## config.mk

```make
export PLATFORM = sky130hd
export DESIGN_NAME = twt_target_tx
export DESIGN_NICKNAME = d
export VERILOG_FILES = /design/src/shared/twt_pkg.sv /design/src/hw/twt_target_tx.sv
export SDC_FILE = /design/constraint.sdc
export NUM_CORES = 1
export LEC_CHECK = 0
export BUFFER_PORTS_ARGS = -buffer_cell sky130_fd_sc_hd__buf_2
export CORE_AREA = 2 2 88 90
export CTS_CLUSTER_SIZE = 10
export DETAILED_ROUTE_END_ITERATION = 12
export DIE_AREA = 0 0 90 92
export PLACE_DENSITY = 0.93
export REMOVE_ABC_BUFFERS = 1
export SYNTH_ARGS = -nofsm -noshare
export SYNTH_HDL_FRONTEND = slang
export SYNTH_SLANG_ARGS = --single-unit
```

## constraint.sdc

```tcl
create_clock -name pclk -period 6.2 [get_ports pclk]
set_clock_uncertainty 0.1 [all_clocks]
set_input_delay 0.62 -clock pclk [delete_from_list [all_inputs] [get_ports pclk]]
set_output_delay 0.62 -clock pclk [all_outputs]
set_load 0.02 [all_outputs]
```

## src/shared/twt_pkg.sv

```systemverilog
// Constants, register map and types of the two-wire target transmitter
`default_nettype none
package twt_pkg;
	// Register byte offsets
	localparam logic [7:0] OFS_CTRL = 8'h00;
	localparam logic [7:0] OFS_STAT = 8'h04;
	localparam logic [7:0] OFS_DATA = 8'h08;
	localparam logic [7:0] OFS_ADDR = 8'h0C;
	localparam logic [7:0] OFS_ISTS = 8'h10;
	localparam logic [7:0] OFS_IMSK = 8'h14;
	// Control bit positions
	localparam int B_FLAG  = 7;
	localparam int B_ACKEN = 6;
	localparam int B_STA   = 5;
	localparam int B_STO   = 4;
	localparam int B_WC    = 3;
	localparam int B_EN    = 2;
	localparam int B_IE    = 0;
	// Event status bit positions
	localparam int I_STEP = 0;
	localparam int I_WAKE = 1;
	// Status codes
	localparam logic [7:0] ST_A8 = 8'hA8;
	localparam logic [7:0] ST_B0 = 8'hB0;
	localparam logic [7:0] ST_B8 = 8'hB8;
	localparam logic [7:0] ST_C0 = 8'hC0;
	localparam logic [7:0] ST_C8 = 8'hC8;
	localparam logic [7:0] ST_F8 = 8'hF8;
	// Reset values
	localparam logic [7:0] RST_CTRL = 8'h00;
	localparam logic [7:0] RST_ADDR = 8'h00;
	localparam logic [7:0] RST_DATA = 8'hFF;
	localparam logic [1:0] RST_PRESC = 2'h0;
	localparam logic [1:0] RST_IMSK = 2'h0;
	// Bit counts
	localparam logic [3:0] LAST_BIT = 4'h7;

	typedef enum logic [6:0] {
		S_IDLE = 7'h01,
		S_ADDR = 7'h02,
		S_AACK = 7'h04,
		S_WAIT = 7'h08,
		S_TX   = 7'h10,
		S_DACK = 7'h20,
		S_POST = 7'h40
	} twt_state_e;

	typedef struct packed {
		twt_state_e  st;
		logic [7:0]  ctrl;
		logic [1:0]  presc;
		logic [7:0]  code;
		logic [7:0]  data;
		logic [7:0]  own;
		logic [7:0]  sh;
		logic [3:0]  cnt;
		logic        last;
		logic        mack;
		logic        arb;
		logic        busy;
		logic [1:0]  ists;
		logic [1:0]  imsk;
		logic        scl_s1;
		logic        scl_s2;
		logic        scl_p;
		logic        sda_s1;
		logic        sda_s2;
		logic        sda_p;
		logic        scl_oe;
		logic        sda_oe;
		logic        scl_o;
		logic        sda_o;
		logic [31:0] prdata;
		logic        pready;
		logic        pslverr;
		logic        irq;
		logic        step_irq;
		logic        wake;
		logic        start_pls;
	} twt_regs_s;
endpackage
`default_nettype wire

```

## src/hw/twt_target_tx.sv

```systemverilog
// Two-wire target transmitter with APB registers, event interrupt and wake request
`default_nettype none
module twt_target_tx
	import twt_pkg::*;
(
	// Clock and reset
	input  wire logic        pclk,
	input  wire logic        presetn,
	// APB slave
	input  wire logic [7:0]  paddr,
	input  wire logic        psel,
	input  wire logic        penable,
	input  wire logic        pwrite,
	input  wire logic [31:0] pwdata,
	output logic [31:0]      prdata,
	output logic             pready,
	output logic             pslverr,
	// Two-wire bus, open drain
	input  wire logic        scl_i,
	output logic             scl_o,
	output logic             scl_oe,
	input  wire logic        sda_i,
	output logic             sda_o,
	output logic             sda_oe,
	// System side
	input  wire logic        deep_sleep,
	input  wire logic        arb_lost,
	output logic             wake_req,
	output logic             start_req_pulse,
	output logic             step_irq,
	output logic             irq
);
	twt_regs_s q;
	twt_regs_s n;
	logic [7:0] stat_v;

	function automatic logic addr_hit(input logic [7:0] b, input logic [7:0] own);
		addr_hit = (b[7:1] == own[7:1]) || ((b[7:1] == 7'h00) && own[0]);
	endfunction

	function automatic logic mapped(input logic [7:0] a);
		mapped = (a == OFS_CTRL) || (a == OFS_STAT) || (a == OFS_DATA) ||
			(a == OFS_ADDR) || (a == OFS_ISTS) || (a == OFS_IMSK);
	endfunction

	// Code field shows F8 while the flag is clear
	assign stat_v = {(q.ctrl[B_FLAG] ? q.code[7:3] : ST_F8[7:3]), 1'b0, q.presc};

	always_comb begin
		logic scl_r;
		logic scl_f;
		logic st_c;
		logic sp_c;
		logic set_f;
		logic clr_f;
		logic wr;
		logic rd;
		logic setup;
		logic [7:0] b8;
		logic [31:0] rv;
		scl_r = 1'b0;
		scl_f = 1'b0;
		st_c = 1'b0;
		sp_c = 1'b0;
		set_f = 1'b0;
		clr_f = 1'b0;
		wr = 1'b0;
		rd = 1'b0;
		setup = 1'b0;
		b8 = 8'h00;
		rv = 32'h0000_0000;
		n = q;
		n.start_pls = 1'b0;
		// Synchronisers and edge history
		n.scl_s1 = scl_i;
		n.scl_s2 = q.scl_s1;
		n.scl_p = q.scl_s2;
		n.sda_s1 = sda_i;
		n.sda_s2 = q.sda_s1;
		n.sda_p = q.sda_s2;
		scl_r = q.scl_s2 & ~q.scl_p;
		scl_f = ~q.scl_s2 & q.scl_p;
		st_c = q.scl_s2 & q.scl_p & q.sda_p & ~q.sda_s2;
		sp_c = q.scl_s2 & q.scl_p & ~q.sda_p & q.sda_s2;
		wr = psel & penable & pwrite & q.pready;
		rd = psel & penable & ~pwrite & q.pready;
		setup = psel & ~penable;
		b8 = {q.sh[6:0], q.sda_s2};
		if (st_c) begin
			n.busy = 1'b1;
		end else if (sp_c) begin
			n.busy = 1'b0;
		end
		if (arb_lost) begin
			n.arb = 1'b1;
		end

		unique case (q.st)
			S_IDLE: begin
			end
			S_ADDR: begin
				// Bits keep shifting even while ack enable is off, but no address is recognised then
				if (scl_r) begin
					n.sh = b8;
					n.cnt = q.cnt + 4'h1;
					if (q.cnt == LAST_BIT) begin
						if (q.ctrl[B_EN] && q.ctrl[B_ACKEN] && b8[0] && addr_hit(b8, q.own)) begin
							n.st = S_AACK;
						end else begin
							n.st = S_IDLE;
						end
					end
				end
			end
			S_AACK: begin
				if (scl_f) begin
					if (!q.sda_oe) begin
						n.sda_oe = 1'b1;
					end else begin
						n.sda_oe = 1'b0;
						n.scl_oe = 1'b1;
						set_f = 1'b1;
						n.code = q.arb ? ST_B0 : ST_A8;
						n.arb = 1'b0;
						n.st = S_WAIT;
						if (deep_sleep) begin
							n.wake = 1'b1;
						end
					end
				end
			end
			S_WAIT: begin
			end
			S_TX: begin
				if (scl_f) begin
					if (q.cnt == LAST_BIT) begin
						n.sda_oe = 1'b0;
						n.st = S_DACK;
					end else begin
						n.sh = {q.sh[6:0], 1'b0};
						n.sda_oe = ~q.sh[6];
						n.cnt = q.cnt + 4'h1;
					end
				end
			end
			S_DACK: begin
				if (scl_r) begin
					n.mack = ~q.sda_s2;
				end
				if (scl_f) begin
					set_f = 1'b1;
					if (!q.mack) begin
						n.code = ST_C0;
						n.st = S_POST;
					end else if (q.last) begin
						n.code = ST_C8;
						n.st = S_POST;
					end else begin
						n.code = ST_B8;
						n.scl_oe = 1'b1;
						n.st = S_WAIT;
					end
				end
			end
			S_POST: begin
				// Master may keep clocking; the data line stays released
				n.sda_oe = 1'b0;
			end
			default: begin
				n.st = S_IDLE;
			end
		endcase

		// START and STOP seen on the bus
		if (st_c && (q.st != S_WAIT)) begin
			n.st = S_ADDR;
			n.cnt = 4'h0;
			n.sda_oe = 1'b0;
			n.scl_oe = 1'b0;
		end else if (sp_c && (q.st != S_WAIT) && (q.st != S_POST)) begin
			n.st = S_IDLE;
			n.sda_oe = 1'b0;
			n.scl_oe = 1'b0;
			n.arb = 1'b0;
		end

		// Register writes
		if (wr) begin
			unique case (paddr)
				OFS_CTRL: begin
					n.ctrl[B_ACKEN] = pwdata[B_ACKEN];
					n.ctrl[B_STA] = pwdata[B_STA];
					n.ctrl[B_STO] = pwdata[B_STO];
					n.ctrl[B_EN] = pwdata[B_EN];
					n.ctrl[B_IE] = pwdata[B_IE];
					clr_f = pwdata[B_FLAG];
					if (pwdata[B_FLAG] && q.ctrl[B_FLAG]) begin
						n.wake = 1'b0;
						if (q.st == S_WAIT && pwdata[B_STO]) begin
							n.st = S_IDLE;
							n.scl_oe = 1'b0;
							n.ctrl[B_STO] = 1'b0;
						end else if (q.st == S_WAIT) begin
							n.last = ~pwdata[B_ACKEN];
							n.sh = q.data;
							n.sda_oe = ~q.data[7];
							n.scl_oe = 1'b0;
							n.cnt = 4'h0;
							n.st = S_TX;
						end else if (q.st == S_POST) begin
							n.st = S_IDLE;
						end
					end
				end
				OFS_STAT: begin
					n.presc = pwdata[1:0];
				end
				OFS_DATA: begin
					// Only software fills the data register
					if (q.ctrl[B_FLAG]) begin
						n.data = pwdata[7:0];
						n.ctrl[B_WC] = 1'b0;
					end else begin
						n.ctrl[B_WC] = 1'b1;
					end
				end
				OFS_ADDR: begin
					n.own = pwdata[7:0];
				end
				OFS_IMSK: begin
					n.imsk = pwdata[1:0];
				end
				default: begin
				end
			endcase
		end

		// Hardware set wins over a software clear
		n.ctrl[B_FLAG] = set_f | (q.ctrl[B_FLAG] & ~clr_f);
		n.ctrl[1] = 1'b0;

		if (!n.ctrl[B_EN]) begin
			n.st = S_IDLE;
			n.sda_oe = 1'b0;
			n.scl_oe = 1'b0;
			n.wake = 1'b0;
		end

		// START request served once the bus is free and nothing is pending
		if (q.ctrl[B_STA] && !q.busy && (q.st == S_IDLE) && !q.ctrl[B_FLAG] && q.ctrl[B_EN]) begin
			n.start_pls = 1'b1;
			n.ctrl[B_STA] = 1'b0;
		end

		// Sticky events, cleared by a read, new events win
		if (rd && (paddr == OFS_ISTS)) begin
			n.ists = 2'h0;
		end
		n.ists[I_STEP] = n.ists[I_STEP] | set_f;
		n.ists[I_WAKE] = n.ists[I_WAKE] | (n.wake & ~q.wake);
		n.irq = |(n.ists & n.imsk);
		n.step_irq = n.ctrl[B_FLAG] & n.ctrl[B_IE];

		// APB answer prepared in the setup cycle
		unique case (paddr)
			OFS_CTRL: rv = {24'h000000, q.ctrl};
			OFS_STAT: rv = {24'h000000, stat_v};
			OFS_DATA: rv = {24'h000000, q.data};
			OFS_ADDR: rv = {24'h000000, q.own};
			OFS_ISTS: rv = {30'h0, q.ists};
			OFS_IMSK: rv = {30'h0, q.imsk};
			default: rv = 32'h0000_0000;
		endcase
		n.pready = setup;
		n.pslverr = setup & ~mapped(paddr);
		n.prdata = (setup && !pwrite) ? rv : 32'h0000_0000;
	end

	always_ff @(posedge pclk or negedge presetn) begin
		if (!presetn) begin
			q <= '0;
			q.st <= S_IDLE;
			q.ctrl <= RST_CTRL;
			q.own <= RST_ADDR;
			q.data <= RST_DATA;
			q.presc <= RST_PRESC;
			q.imsk <= RST_IMSK;
			q.code <= ST_F8;
			q.scl_s1 <= 1'b1;
			q.scl_s2 <= 1'b1;
			q.scl_p <= 1'b1;
			q.sda_s1 <= 1'b1;
			q.sda_s2 <= 1'b1;
			q.sda_p <= 1'b1;
		end else begin
			q <= n;
		end
	end

	assign prdata = q.prdata;
	assign pready = q.pready;
	assign pslverr = q.pslverr;
	assign scl_o = q.scl_o;
	assign scl_oe = q.scl_oe;
	assign sda_o = q.sda_o;
	assign sda_oe = q.sda_oe;
	assign wake_req = q.wake;
	assign start_req_pulse = q.start_pls;
	assign step_irq = q.step_irq;
	assign irq = q.irq;

	// Software flag clear that no START overrides in the same cycle
	logic st_seen;
	logic wr_clr_flag;
	assign st_seen = q.scl_s2 & q.scl_p & q.sda_p & ~q.sda_s2;
	assign wr_clr_flag = psel & penable & pwrite & q.pready & (paddr == OFS_CTRL) & pwdata[B_FLAG] & pwdata[B_EN]
		& q.ctrl[B_FLAG] & ~(st_seen);
endmodule
`default_nettype wire

```

==> impl_results.md, run 1 <==
* Run status: finished, final reports clean
* Crit. End Element: register
* Critical-path maximum fanout at 7
* Total of buffers placed on input and output ports at 40
* Power density of the placed cells at between 200 and 250 nW/um^2
* Initial antenna violation count at 0
* List of cells traversed by the critical path: nand2b_1, inv_1, ha_1, and3b_1, o21ai_0, nor2_1, a21o_1, a22o_1
* Number of design rule violations left after detail routing at 0
* Number of enable-type register cells in the synthesized netlist at 0
* Highest Clock Rate at about 380 MHz
* Relative contribution of combinational cells to total power at 0.065
* Pins Over Slew Limit at 0
* Area of the mapped netlist at roughly 4200 sq um
* Worst R2R Setup Slack at about 3.6 ns
* All-layer global routing usage at 0.2534
* Worst voltage drop across the vdd grid at around 0.00017 V
* Total number of nets in the final design at 494
* Floorplan die area at 8280 sq um
* Final cycle utilization of the critical path at 0.4242
* Number of DRC violations after detailed-routing iteration 0 at 270
* Via Count at 3303
* Crit path kind: register to register
* Clock insertion delay at the later pin of the skew report at 0.37 ns
* Detailed-route wire length at about 9800 um
* Async S/R FF share, synth at 1.000
* Post-layout instance count excluding filler cells at 550
* Detail-routed net length per standard cell at about 18 um
* Die outline width at about 90 um
* Worst slew pin tran at 0.9466 ns
* Buf+Inv Stages, Crit Path at 1
* Largest net degree at the start of global routing at 78
* DP Cell Count at 534
* TritonCTS clock tree: done
* Fraction of synthesized cell area in xor and xnor cells at 0.02090
* Class of the most critical hold timing path: input pin to register
* Wire length of the first global-routing pass at between 15000 and 20000 um
* Routability cong. at around 0.92
* Antenna diode count at 0
* Seq/Total Area, Yosys at 0.4654
* Final setup violation count at 0
* Cell type of the slowest stage on the worst timing path: dfstp_2
* Number of hold violations in the final report at 0
* Total number of yosys warnings at 0
* Summed negative setup slack over all endpoints at 0 ns
* Total power at roughly 940 uW
* Mux contribution to synthesized area at 0.09254
* Max-Slew Margin vs Limit at 0.3690
* CP startpoint kind: register
* Synth top area share at 0.3463
* Iteration count of the initial detailed-routing pass at 5
* Combinational family with the most area after synthesis: simple AND/OR/NAND/NOR gates
* Clock slew seen by the registers of the worst setup and hold paths at 0.08 ns
* Cell row count at 32
* Largest delay share family, worst path: compound AO/OA/AOI/OAI gates
* Initial Utilization at 0.5628
* Required time at the endpoint of the critical path at ~6.4 ns
* Share of layout cells above drive strength 1 at 0.2478
* Slowest Stage Delay on Critical Path at between 0.5 and 0.6 ns
* Mean instance size in the synthesized netlist at between 10 and 15 sq um
* ANT nets after route at 0
* Relative area change from synthesis to final layout at 6.716%
* NetSw at 253.4 uW
* Simple-gate portion of the synthesized area at 0.1949
* Unrepaired setup endpoints after global routing: false
* Max Cap Viol at 0
* Post-synthesis sequential element count at 77
* CTS Hold Buffers Added at 0
* Arrival time reported for the critical path endpoint at roughly 2.8 ns
* Height of the die at around 92 um
* Synth area leader: dfrtp_1
* Via count of the first global-routing pass at 3207
* Part of the power in registers at 0.552
* Arithmetic-cell share of the synthesized area counting full adders, half adders and majority gates at 0.005970
* H-tree depth at 3
* CTS buffer count at 9
* Compound-Gate Fraction of Synth Area at 0.1281
* HPWL after detailed placement at just over 7000 um
* Pre-CTS setup slack at 3.543 ns
* Remaining global-route overflow at 0
* Dominant cells by area after synthesis: dfrtp_1 35%, dfstp_2 12%, buf_4 6.4%
* Std-Cell Core Area at about 7400 sq um
* Clock root buffer master: clkbuf_8
* Buffer levels on the longest clock path at 2
* Static leakage power at between 1.5 and 2 nW
* Post_cts resized at 0
* Int Power at slightly below 700 uW
* Count of cell types in the netlist at 63
* Switching power as a share of total power at 0.2705
* Final Critical Period at around 2.6 ns
* Top FF cell, synth: dfrtp_1
* Setup Fix Bufs, Post-CTS at 0
* Synthesized instance count at approximately 410
* Least setup slack across all paths after layout at about 3.6 ns
* IO Count at 91
* Clock power frac at 0.383
* Routed via count divided by cell count at about 6
* Clock sink total at 77
==> metrics by stage <==
step / hold WS, ns / utilization / cell area (sq um)
after floorplan: 0.2244 / - / 3951
after global placement: 0.2455 / 0.5759 / 4289
after detailed placement: 0.2475 / 0.5759 / 4289
after CTS: 0.2323 / 0.6006 / 4473
after global routing: 0.2358 / 0.6006 / 4473
final: 0.2422 / 0.6006 / 4473
==> power groups by stage <==
stage / logic [mW] / clock network (mW) / registers, mW
3_3_place_gp: 0.0591 / 0 / 0.525
5_1_grt: 0.0677 / 0.380 / 0.518
3_5_place_dp: 0.0608 / 0 / 0.526
2_1_floorplan: 0.0298 / 0 / 0.525
4_1_cts: 0.0612 / 0.362 / 0.517
6_report: 0.0613 / 0.359 / 0.517
==> state kept, by name, summed over array words and instances (netlist names) <==
| name | cells |
|---|---|
| q | 57 |
| prdata | 8 |
| n | 4 |
| irq | 1 |
| pready | 1 |
| pslverr | 1 |
| scl_oe | 1 |
| sda_oe | 1 |
| start_req_pulse | 1 |
| step_irq | 1 |
| wake_req | 1 |
==> cell usage in the layout, fill, tap and decap left out, types with 3 or more instances in the layout <==
cell	Yosys	layout
nand4_1	11	11
and4_1	4	4
a22oi_1	6	6
and3b_1	3	3
clkinv_4	0	3
nor4b_1	3	3
nand4b_1	3	3
dfrtp_1	58	58
nor2b_1	6	6
o21a_1	5	5
or3_1	3	3
dfstp_2	19	19
clkbuf_8	0	10
o211ai_1	4	4
nor4_1	4	4
conb_1	1	26
a21oi_1	28	28
nor2_1	26	26
o21ai_0	14	14
buf_2	9	39
nand2_1	37	37
xnor2_1	8	8
mux2i_1	14	14
and3_1	4	4
nand3_1	14	14
o221ai_1	5	5
mux2_2	22	22
nor3_1	8	8
inv_1	12	12
nand2b_1	3	3
==> layer usage <==
layer  track usage  share of wire
met3       0.04601          0.076
met5             0              0
met2        0.4242           0.49
met4        0.1026          0.026
met1        0.3277           0.40
==> worst reg2reg max path, cell delays in order (launching register included) <==
cell and delay, ns:
dfstp_2 0.58, nand2b_1 0.27, inv_1 0.21, ha_1 0.23, and3b_1 0.15, o21ai_0 0.41
nor2_1 0.15, a21o_1 0.20, a22o_1 0.23
==> cells by family (layout without fill, tap and decap cells) <==
| group | after synthesis | in the layout |
|---|---|---|
| AO/OA/AOI/OAI | 81 | 81 |
| other | 1 | 26 |
| buffers and inverters | 61 | 70 |
| adder cells (fa/ha/maj) | 2 | 2 |
| XOR/XNOR | 10 | 10 |
| flip-flops | 77 | 77 |
| multiplexers | 36 | 36 |
| AND/OR/NAND/NOR | 146 | 146 |
==> cell type report <==
| type | instances | area [sq um] |
|---|---|---|
| flip-flops and latches | 77 | 1951 |
| repair buffers | 41 | 210.2 |
| clock inverters | 6 | 46.29 |
| multi-input cells | 301 | 1952 |
| well taps | 102 | 127.6 |
| inverters | 13 | 48.80 |
| clock buffers | 10 | 137.6 |
| fillers | 597 | 2974 |
==> cells in the mapped netlist (2+ instances only) <==
master and n:
xnor2_1 8, mux2_2 22, xor2_1 2, ha_1 2
nand3_1 14, nor4_2 2, nand2b_1 3, nor2b_1 6
and3b_1 3, a22oi_1 6, a2111oi_0 2, nand2_1 37
nor3_1 8, or3_1 3, nand4b_1 3, nand4_1 11
buf_4 36, and3_1 4, o31ai_1 2, inv_1 12
dfstp_2 19, o221ai_1 5, o21ai_0 14, nor4_1 4
o21a_1 5, o211ai_1 4, dfrtp_1 58, a21oi_1 28
nor4b_1 3, nor2_1 26, a211oi_1 2, and2_1 2
and4_1 4, mux2i_1 14, buf_2 9, o221a_2 2
nor3_2 2, nor2_2 2
==> path summary, 6_finish.rpt <==
check,depth (start not counted),to,from
min in group asynchronous,1,prdata[0]$_DFF_PN0_,presetn
worst max register to register,8,irq$_DFF_PN0_,n[45]$_DFF_PN1_
max in group asynchronous,1,q[108]$_DFF_PN0_,presetn
worst max-delay path,8,irq$_DFF_PN0_,n[45]$_DFF_PN1_
worst min register to register,0,n[42]$_DFF_PN1_,n[43]$_DFF_PN1_
worst min-delay path,1,n[43]$_DFF_PN1_,sda_i
Note: power is estimated with default switching activity, not from simulation.
==> inputs of run 2 (changes only) <==
--- a/config.mk
+++ b/config.mk
@@ -6,11 +6,11 @@
 export NUM_CORES = 1
 export LEC_CHECK = 0
 export BUFFER_PORTS_ARGS = -buffer_cell sky130_fd_sc_hd__buf_2
-export CORE_AREA = 2 2 88 90
+export CORE_AREA = 2 2 91 93
 export CTS_CLUSTER_SIZE = 10
 export DETAILED_ROUTE_END_ITERATION = 12
-export DIE_AREA = 0 0 90 92
-export PLACE_DENSITY = 0.93
+export DIE_AREA = 0 0 93 95
+export PLACE_DENSITY = 0.88
 export REMOVE_ABC_BUFFERS = 1
 export SYNTH_ARGS = -nofsm -noshare
 export SYNTH_HDL_FRONTEND = slang
==> constraint.sdc (replaced) <==
create_clock -name pclk -period 2.8 [get_ports pclk]
set_clock_uncertainty 0.1 [all_clocks]
set_input_delay 0.28 -clock pclk [delete_from_list [all_inputs] [get_ports pclk]]
set_output_delay 0.28 -clock pclk [all_outputs]
set_load 0.02 [all_outputs]
==> run 2 against run 1 <==
Net effect: global-route usage shrank 1.6 points; core utilization shrank 2.6 points; setup slack lost 3.0 ns; first-iteration DRC count grew 8.5%; register-to-register slack lost 3.0 ns; largest power group unchanged; largest cell class unchanged; non-clock buffer count grew 10; flip-flop and latch count is the same; power grew 120%; highest routed layer unchanged; the run now ends with negative hold slack left.
==> impl_results.md, run 2 (synthesized netlist as in run 1, its figures left out) <==
* Number of flip-flops under the largest register name at 57 (unchanged)
* Cell row count at 33 (+3.1%)
* Setup Fix Bufs, Post-CTS at 0 (unchanged)
* Worst slew pin tran at 0.9540 ns (+0.007405 ns)
* ANT nets after route at 0 (unchanged)
* Iteration count of the initial detailed-routing pass at 4 (-1)
* Max Cap Viol at 0 (unchanged)
* Leading cell type in the layout, fill and taps excluded: dfrtp_1
* Final core utilization at 0.5748 (-0.02583)
* Crit. End Element: register
* Relative area change from synthesis to final layout at 8.716%
* Beginning of the critical path: q[107]$_DFF_PN0_
* Minimum hold slack at -0.05527 ns (-0.2975 ns)
* Routed via count divided by cell count at 5.973 (-0.53%)
* CTS Hold Buffers Added at 2 (+2)
* Switching power as a share of total power at 0.2659 (-0.004611)
* NetSw at 549.7 uW (+120%)
* List of cells traversed by the critical path: nor4b_1, and3b_1, nand3_1, nor2_1, a21oi_1
* Arrival time reported for the critical path endpoint at 2.39 ns (-0.40 ns)
* DP Cell Count at 545 (+2.1%)
* IO Count at 91 (unchanged)
* Register bank with the most flops: q
* Number of hold violations in the final report at 17 (+17)
* Pins Over Slew Limit at 0 (unchanged)
* Share of layout cells above drive strength 1 at 0.2620 (+0.01424)
* Clock slew seen by the registers of the worst setup and hold paths at 0.08 ns (about the same)
* Post_cts resized at 0 (unchanged)
* Number of design rule violations left after detail routing at 0 (unchanged)
* Std-Cell Core Area at 7928 sq um (+6.5%)
* Total of buffers placed on input and output ports at 40 (unchanged)
* Worst voltage drop across the vdd grid at 0.0003659 V (+120%)
* H-tree depth at 3 (unchanged)
* Power density of the placed cells at 453.8 nW/um^2 (+120%)
* Largest net degree at the start of global routing at 78 (unchanged)
* Initial antenna violation count at 0 (unchanged)
* Worst R2R Setup Slack at 0.53 ns (-3.04 ns)
* Run status: complete, but fails checks
* Max-Slew Margin vs Limit at 0.3640 (-0.004937)
* Critical-path maximum fanout at 15 (+8)
* Remaining global-route overflow at 0 (unchanged)
* Floorplan die area at 8835 sq um (+6.7%)
* Failing checks: negative hold slack
* Unrepaired setup endpoints after global routing: false
* Most frequent cells in the layout: 58 x dfrtp_1, 39 x buf_2, 37 x nand2_1, 28 x a21oi_1
* Int Power at 1.518 mW (+120%)
* Die outline width at 93 um (+3.3%)
* Worst setup path endpoint: q[66]$_DFF_PN0_
* Start of the worst register-to-register path: q[107]$_DFF_PN0_
* Relative contribution of combinational cells to total power at 0.069 (+0.004)
* Part of the power in registers at 0.553 (about the same)
* Antenna diode count at 0 (unchanged)
* Detailed-route wire length at 9851 um (about the same)
* Highest Clock Rate at 440.0 MHz (+16%)
* TritonCTS clock tree: done
* Buffer levels on the longest clock path at 2 (unchanged)
* Wire length of the first global-routing pass at 15970 um (-2.2%)
* Pre-CTS setup slack at 0.5043 ns (-3.039 ns)
* Crit path kind: register to register
* Detail-routed net length per standard cell at 17.50 um (-2.3%)
* Least setup slack across all paths after layout at 0.5271 ns (-3.043 ns)
* Routability cong. at 0.9211 (-0.31%)
* Height of the die at 95 um (+3.3%)
* Clock power frac at 0.378 (-0.005)
* Summed negative setup slack over all endpoints at 0 ns (unchanged)
* Reg-to-reg endpoint: q[66]$_DFF_PN0_
* Class of the most critical hold timing path: input pin to asynchronous set/reset pin
* Cell type of the slowest stage on the worst timing path: nor4b_1
* Path depth of the worst reg2reg path at 5 (-3)
* HPWL after detailed placement at 7289 um (+1.6%)
* Required time at the endpoint of the critical path at 2.91 ns (-3.45 ns)
* CP startpoint kind: register
* All-layer global routing usage at 0.2371 (-0.01621)
* Clock sink total at 77 (unchanged)
* Via Count at 3363 (+1.8%)
* Via count of the first global-routing pass at 3208 (+0.031%)
* Slowest Stage Delay on Critical Path at 0.53 ns (-0.05 ns)
* Clock root buffer master: clkbuf_8
* Cell area after placement at 4353 sq um (+1.5%)
* Clock insertion delay at the later pin of the skew report at 0.35 ns (-0.02 ns)
* Total number of nets in the final design at 504 (+2.0%)
* Final Critical Period at 2.273 ns (-0.3572 ns)
* CTS buffer count at 9 (unchanged)
* Final setup violation count at 0 (unchanged)
* Post-layout instance count excluding filler cells at 563 (+2.4%)
* Initial Utilization at 0.5287 (-0.03411)
* Static leakage power at 2.028 nW (+2.3%)
* Design Area, Final at 4557 sq um (+1.9%)
* Total power at 2.068 mW (+120%)
* Number of DRC violations after detailed-routing iteration 0 at 293 (+8.5%)
* Final cycle utilization of the critical path at 0.8117 (+0.3875)
==> run 2: power by group through the flow <==
stage | logic, mW | registers, mW | clock network, mW
final | 0.142 | 1.14 | 0.782
after global routing | 0.157 | 1.15 | 0.842
after global placement | 0.136 | 1.16 | 0
after CTS | 0.142 | 1.14 | 0.790
after floorplan | 0.0660 | 1.16 | 0
after detailed placement | 0.140 | 1.16 | 0
==> run 2: metal layers <==
metal | track usage | routed length [um] | vias up
met5 | 0 | 0 | -
met4 | 0.09191 | 242 | 0
met3 | 0.04549 | 699 | 22
met2 | 0.3925 | 4810 | 154
met1 | 0.3106 | 4099 | 1664
li1 | - | - | 1523
==> run 2: cell type report <==
| cell class | instances | area, sq um |
|---|---|---|
| well taps | 105 | 131.4 |
| clock buffers | 10 | 137.6 |
| flip-flops and latches | 77 | 1951 |
| fillers | 694 | 3371 |
| clock inverters | 6 | 46.29 |
| multi-input cells | 301 | 1952 |
| inverters | 13 | 48.80 |
| repair buffers | 51 | 290.3 |
==> run 2: how the worst min path moves through the flow <==
stage,endpoint,from,cells past startpoint
after detailed placement,n[42]$_DFF_PN1_,n[43]$_DFF_PN1_,0
after global routing,q[71]$_DFFE_PN0P_,presetn,1
after CTS,q[106]$_DFF_PN0_,presetn,1
final,q[71]$_DFFE_PN0P_,presetn,1
after floorplan,irq$_DFF_PN0_,presetn,0
after global placement,n[42]$_DFF_PN1_,n[43]$_DFF_PN1_,0
==> run 2: critical path: cells and delay by family, from the launching register on <==
kind | cells | cell delay (ns)
flops | 1 | 0.50
simple gates | 4 | 1.48
compound gates | 1 | 0.06
==> inputs of run 3 (changes only) <==
--- a/config.mk
+++ b/config.mk
@@ -5,6 +5,7 @@
 export SDC_FILE = /design/constraint.sdc
 export NUM_CORES = 1
 export LEC_CHECK = 0
+export ABC_AREA = 1
 export BUFFER_PORTS_ARGS = -buffer_cell sky130_fd_sc_hd__buf_2
 export CORE_AREA = 2 2 91 93
 export CTS_CLUSTER_SIZE = 10
==> constraint.sdc (replaced) <==
create_clock -name pclk -period 2.4 [get_ports pclk]
set_clock_uncertainty 0.1 [all_clocks]
set_input_delay 0.24 -clock pclk [delete_from_list [all_inputs] [get_ports pclk]]
set_output_delay 0.24 -clock pclk [all_outputs]
set_load 0.02 [all_outputs]
==> run 3 against run 2 <==
Net effect: the flow now finishes without violations; hold slack improved by 0.071 ns; global-route usage is 0.36 points lower; synthesized cell count increased by 25%; die area stayed put; routed wire length fell by 1.0%; first-iteration DRC count up 41%; power is 31% higher; cell area rose by 2.3%; synthesized area increased by 0.15%; clock power grew 56%; clock-buffer cell count rose by 1; critical path type is now input pin to register; highest routed layer unchanged.
==> impl_results.md, run 3 <==
* Number of design rule violations left after detail routing at 0 (unchanged)
* Largest delay share family, worst path: simple AND/OR/NAND/NOR gates
* CTS buffer count at 9 (unchanged)
* Synth area leader: dfrtp_1
* Synth top area share at 0.3458 (-0.0005160)
* Max Cap Viol at 0 (unchanged)
* List of cells traversed by the critical path: dlygate4sd3_1, buf_2, nand2_2, nor2_4, nand3_1, o21ai_0
* H-tree depth at 3 (unchanged)
* Highest Clock Rate at 518.5 MHz
* Buf+Inv Stages, Crit Path at 2 (+2)
* Via count of the first global-routing pass at 3375 (+5.2%)
* Run status: finished, final reports clean
* Height of the die at 95 um (unchanged)
* Most frequent cells in the layout: 119 x nand2_1, 58 x dfrtp_1, 56 x inv_1, 47 x nor2_1, 40 x o21ai_0
* Least setup slack across all paths after layout at 0.4715 ns (-0.05565 ns)
* Total number of yosys warnings at 0 (unchanged)
* Worst slew pin tran at 0.6189 ns (-0.3350 ns)
* Iteration count of the initial detailed-routing pass at 5 (+1)
* Largest net degree at the start of global routing at 50 (-36%)
* Register bank with the most flops: q
* IO Count at 91 (unchanged)
* Class of the most critical hold timing path: input pin to register
* Crit. End Element: register
* Worst voltage drop across the vdd grid at 0.0004173 V (+14%)
* Area of the mapped netlist at 4198 sq um (+0.15%)
* Total number of nets in the final design at 614 (+22%)
* Total of buffers placed on input and output ports at 40 (unchanged)
* Max-Slew Margin vs Limit at 0.5874 (+0.2234)
* Clock sink total at 77 (unchanged)
* Most frequent cell after synthesis: nand2_1
* ANT nets after route at 0 (unchanged)
* All-layer global routing usage at 0.2336 (-0.003577)
* TritonCTS clock tree: done
* Seq/Total Area, Yosys at 0.4647 (-0.0006936)
* Cell type of the slowest stage on the worst timing path: dlygate4sd3_1
* Wire length of the first global-routing pass at 15890 um (-0.48%)
* Clock slew seen by the registers of the worst setup and hold paths at 0.09 ns (about the same)
* Number of enable-type register cells in the synthesized netlist at 0 (unchanged)
* Pins Over Slew Limit at 0 (unchanged)
* Buffer levels on the longest clock path at 2 (unchanged)
* Via Count at 3591 (+6.8%)
* Top post-synthesis cells by count: 119 x nand2_1, 58 x dfrtp_1, 56 x inv_1, 47 x nor2_1, 40 x o21ai_0
* Dominant cells by area after synthesis: dfrtp_1 35%, dfstp_2 12%, nand2_1 11%
* Synthesized instance count at 518 (+25%)
* Post_cts resized at 0 (unchanged)
* Required time at the endpoint of the critical path at 2.58 ns (-0.33 ns)
* Power density of the placed cells at 580.6 nW/um^2 (+28%)
* Detailed-route wire length at 9748 um (-1.0%)
* Routed via count divided by cell count at 5.336 (-11%)
* CP startpoint kind: input pin
* Count of cell types in the netlist at 40 (-37%)
* Arrival time reported for the critical path endpoint at 2.10 ns (-0.29 ns)
* HPWL after detailed placement at 7204 um (-1.2%)
* Share of layout cells above drive strength 1 at 0.1954 (-0.06659)
* Slowest Stage Delay on Critical Path at 0.51 ns (-0.02 ns)
* Std-Cell Core Area at 7928 sq um (unchanged)
* Mean instance size in the synthesized netlist at 8.104 sq um (-20%)
* Relative area change from synthesis to final layout at 11.03%
* Final core utilization at 0.5879 (+0.01310)
* Cell row count at 33 (unchanged)
* Leading cell type in the layout, fill and taps excluded: nand2_1
* Final cycle utilization of the critical path at 0.8036
* Pre-CTS setup slack at 0.5350 ns (+0.03062 ns)
* Number of flip-flops under the largest register name at 57 (unchanged)
* Cell area after placement at 4372 sq um (+0.43%)
* Number of DRC violations after detailed-routing iteration 0 at 414 (+41%)
* Design Area, Final at 4661 sq um (+2.3%)
* Die outline width at 93 um (unchanged)
* Clock insertion delay at the later pin of the skew report at 0.37 ns (+0.02 ns)
* Static leakage power at 2.268 nW (+12%)
* Final setup violation count at 0 (unchanged)
* Remaining global-route overflow at 0 (unchanged)
* Antenna diode count at 0 (unchanged)
* Detail-routed net length per standard cell at 14.48 um (-17%)
* Async S/R FF share, synth at 1.000 (unchanged)
* Unrepaired setup endpoints after global routing: false
* Clock root buffer master: clkbuf_8
* Fillcell total at 687 (-1.0%)
* Number of hold violations in the final report at 0 (-17)
* Final Critical Period at approximately 1.9 ns
* Initial Utilization at 0.5295 (+0.0007891)
* Critical-path maximum fanout at 16 (+1)
* Crit path kind: input pin to register
* Initial antenna violation count at 0 (unchanged)
* Floorplan die area at 8835 sq um (unchanged)
* Routability cong. at 0.8834 (-4.1%)
* Summed negative setup slack over all endpoints at 0 ns (unchanged)
* Post-synthesis sequential element count at 77 (unchanged)
* Top FF cell, synth: dfrtp_1
-- run 3: cell types whose count changed after synthesis, moves of 14 or more --
cell / previous run / this run
mux2_2: 22 / 0
nand2_1: 37 / 119
mux2i_1: 14 / 0
nor2_1: 26 / 47
nand3_1: 14 / 31
inv_1: 12 / 56
o21ai_0: 14 / 40
-- run 3: cell families (layout without fill, tap and decap cells) --
group	Yosys count	after routing	share of synthesized area
buf+inv	103	128	0.1261
compound gates	86	86	0.1118
other cells	1	26	0.0008933
fa+ha+maj	2	2	0.005960
simple gates	241	241	0.2739
xor+xnor	8	8	0.01669
flops	77	77	0.4647
-- run 3: metal layers --
metal	routed length [um]	track usage	up-vias
met3	658	0.05267	26
met4	248	0.09191	0
met5	0	0	-
met2	4832	0.3883	158
li1	-	-	1704
met1	4008	0.2983	1703
-- run 3: repair_timing --
item | CTS | global route
endpoints found under the setup margin | 0 | 0
hold endpoints to repair | 39 | 0
setup buffers | 0 | 0
hold buffers | 4 | 0
-- run 3: layout make-up --
cell class | instances | area (sq um) | share of cell area
Inverter | 66 | 247.7 | 0.05315
Timing Repair Buffer | 46 | 270.3 | 0.05799
Sequential cell | 77 | 1951 | 0.4185
Multi-Input combinational cell | 363 | 1812 | 0.3887
Tap cell | 105 | 131.4 | 0.02819
Clock inverter | 5 | 107.6 | 0.02309
Clock buffer | 11 | 141.4 | 0.03034
-- run 3: power breakdown --
group          switching (mW)  internal [mW]
combinational           0.122         0.0415
sequential            0.00769           1.32
clock                   0.496          0.723
-- run 3: path summary, 6_finish.rpt --
kind                                  from  slack [ns]                 to  cells after the start
hold / removal                   pwdata[3]        0.02  q[79]$_DFFE_PN1P_                      3
setup / recovery                   penable        0.47  q[76]$_DFFE_PN1P_                      6
setup reg to reg           n[45]$_DFF_PN1_        0.51    q[59]$_DFF_PN0_                      8
hold reg to reg            n[43]$_DFF_PN1_        0.26    n[42]$_DFF_PN1_                      0
min in group asynchronous          presetn        0.34  q[68]$_DFFE_PN0P_                      2
max in group asynchronous          presetn        1.22  q[78]$_DFFE_PN1P_                      3
-- run 3: worst reg2reg max path, delay by kind of cell, from the launching register on --
family	cells	cell delay (ns)
and+or+nand+nor	4	0.74
buffers and inverters	3	0.32
DFF	1	0.54
AOI/OAI and AO/OA	1	0.12
-- run 3: per-stage QoR --
step / total power [mW] / hold slack, ns / instances
after CTS: 2.707 / 0.001926 / 673
after global routing: 2.783 / 0.01142 / 673
after detailed placement: 1.506 / 0.1964 / 653
after floorplan: 1.432 / -0.1556 / 506
after global placement: 1.502 / 0.1896 / 653
final: 2.706 / 0.01583 / 673
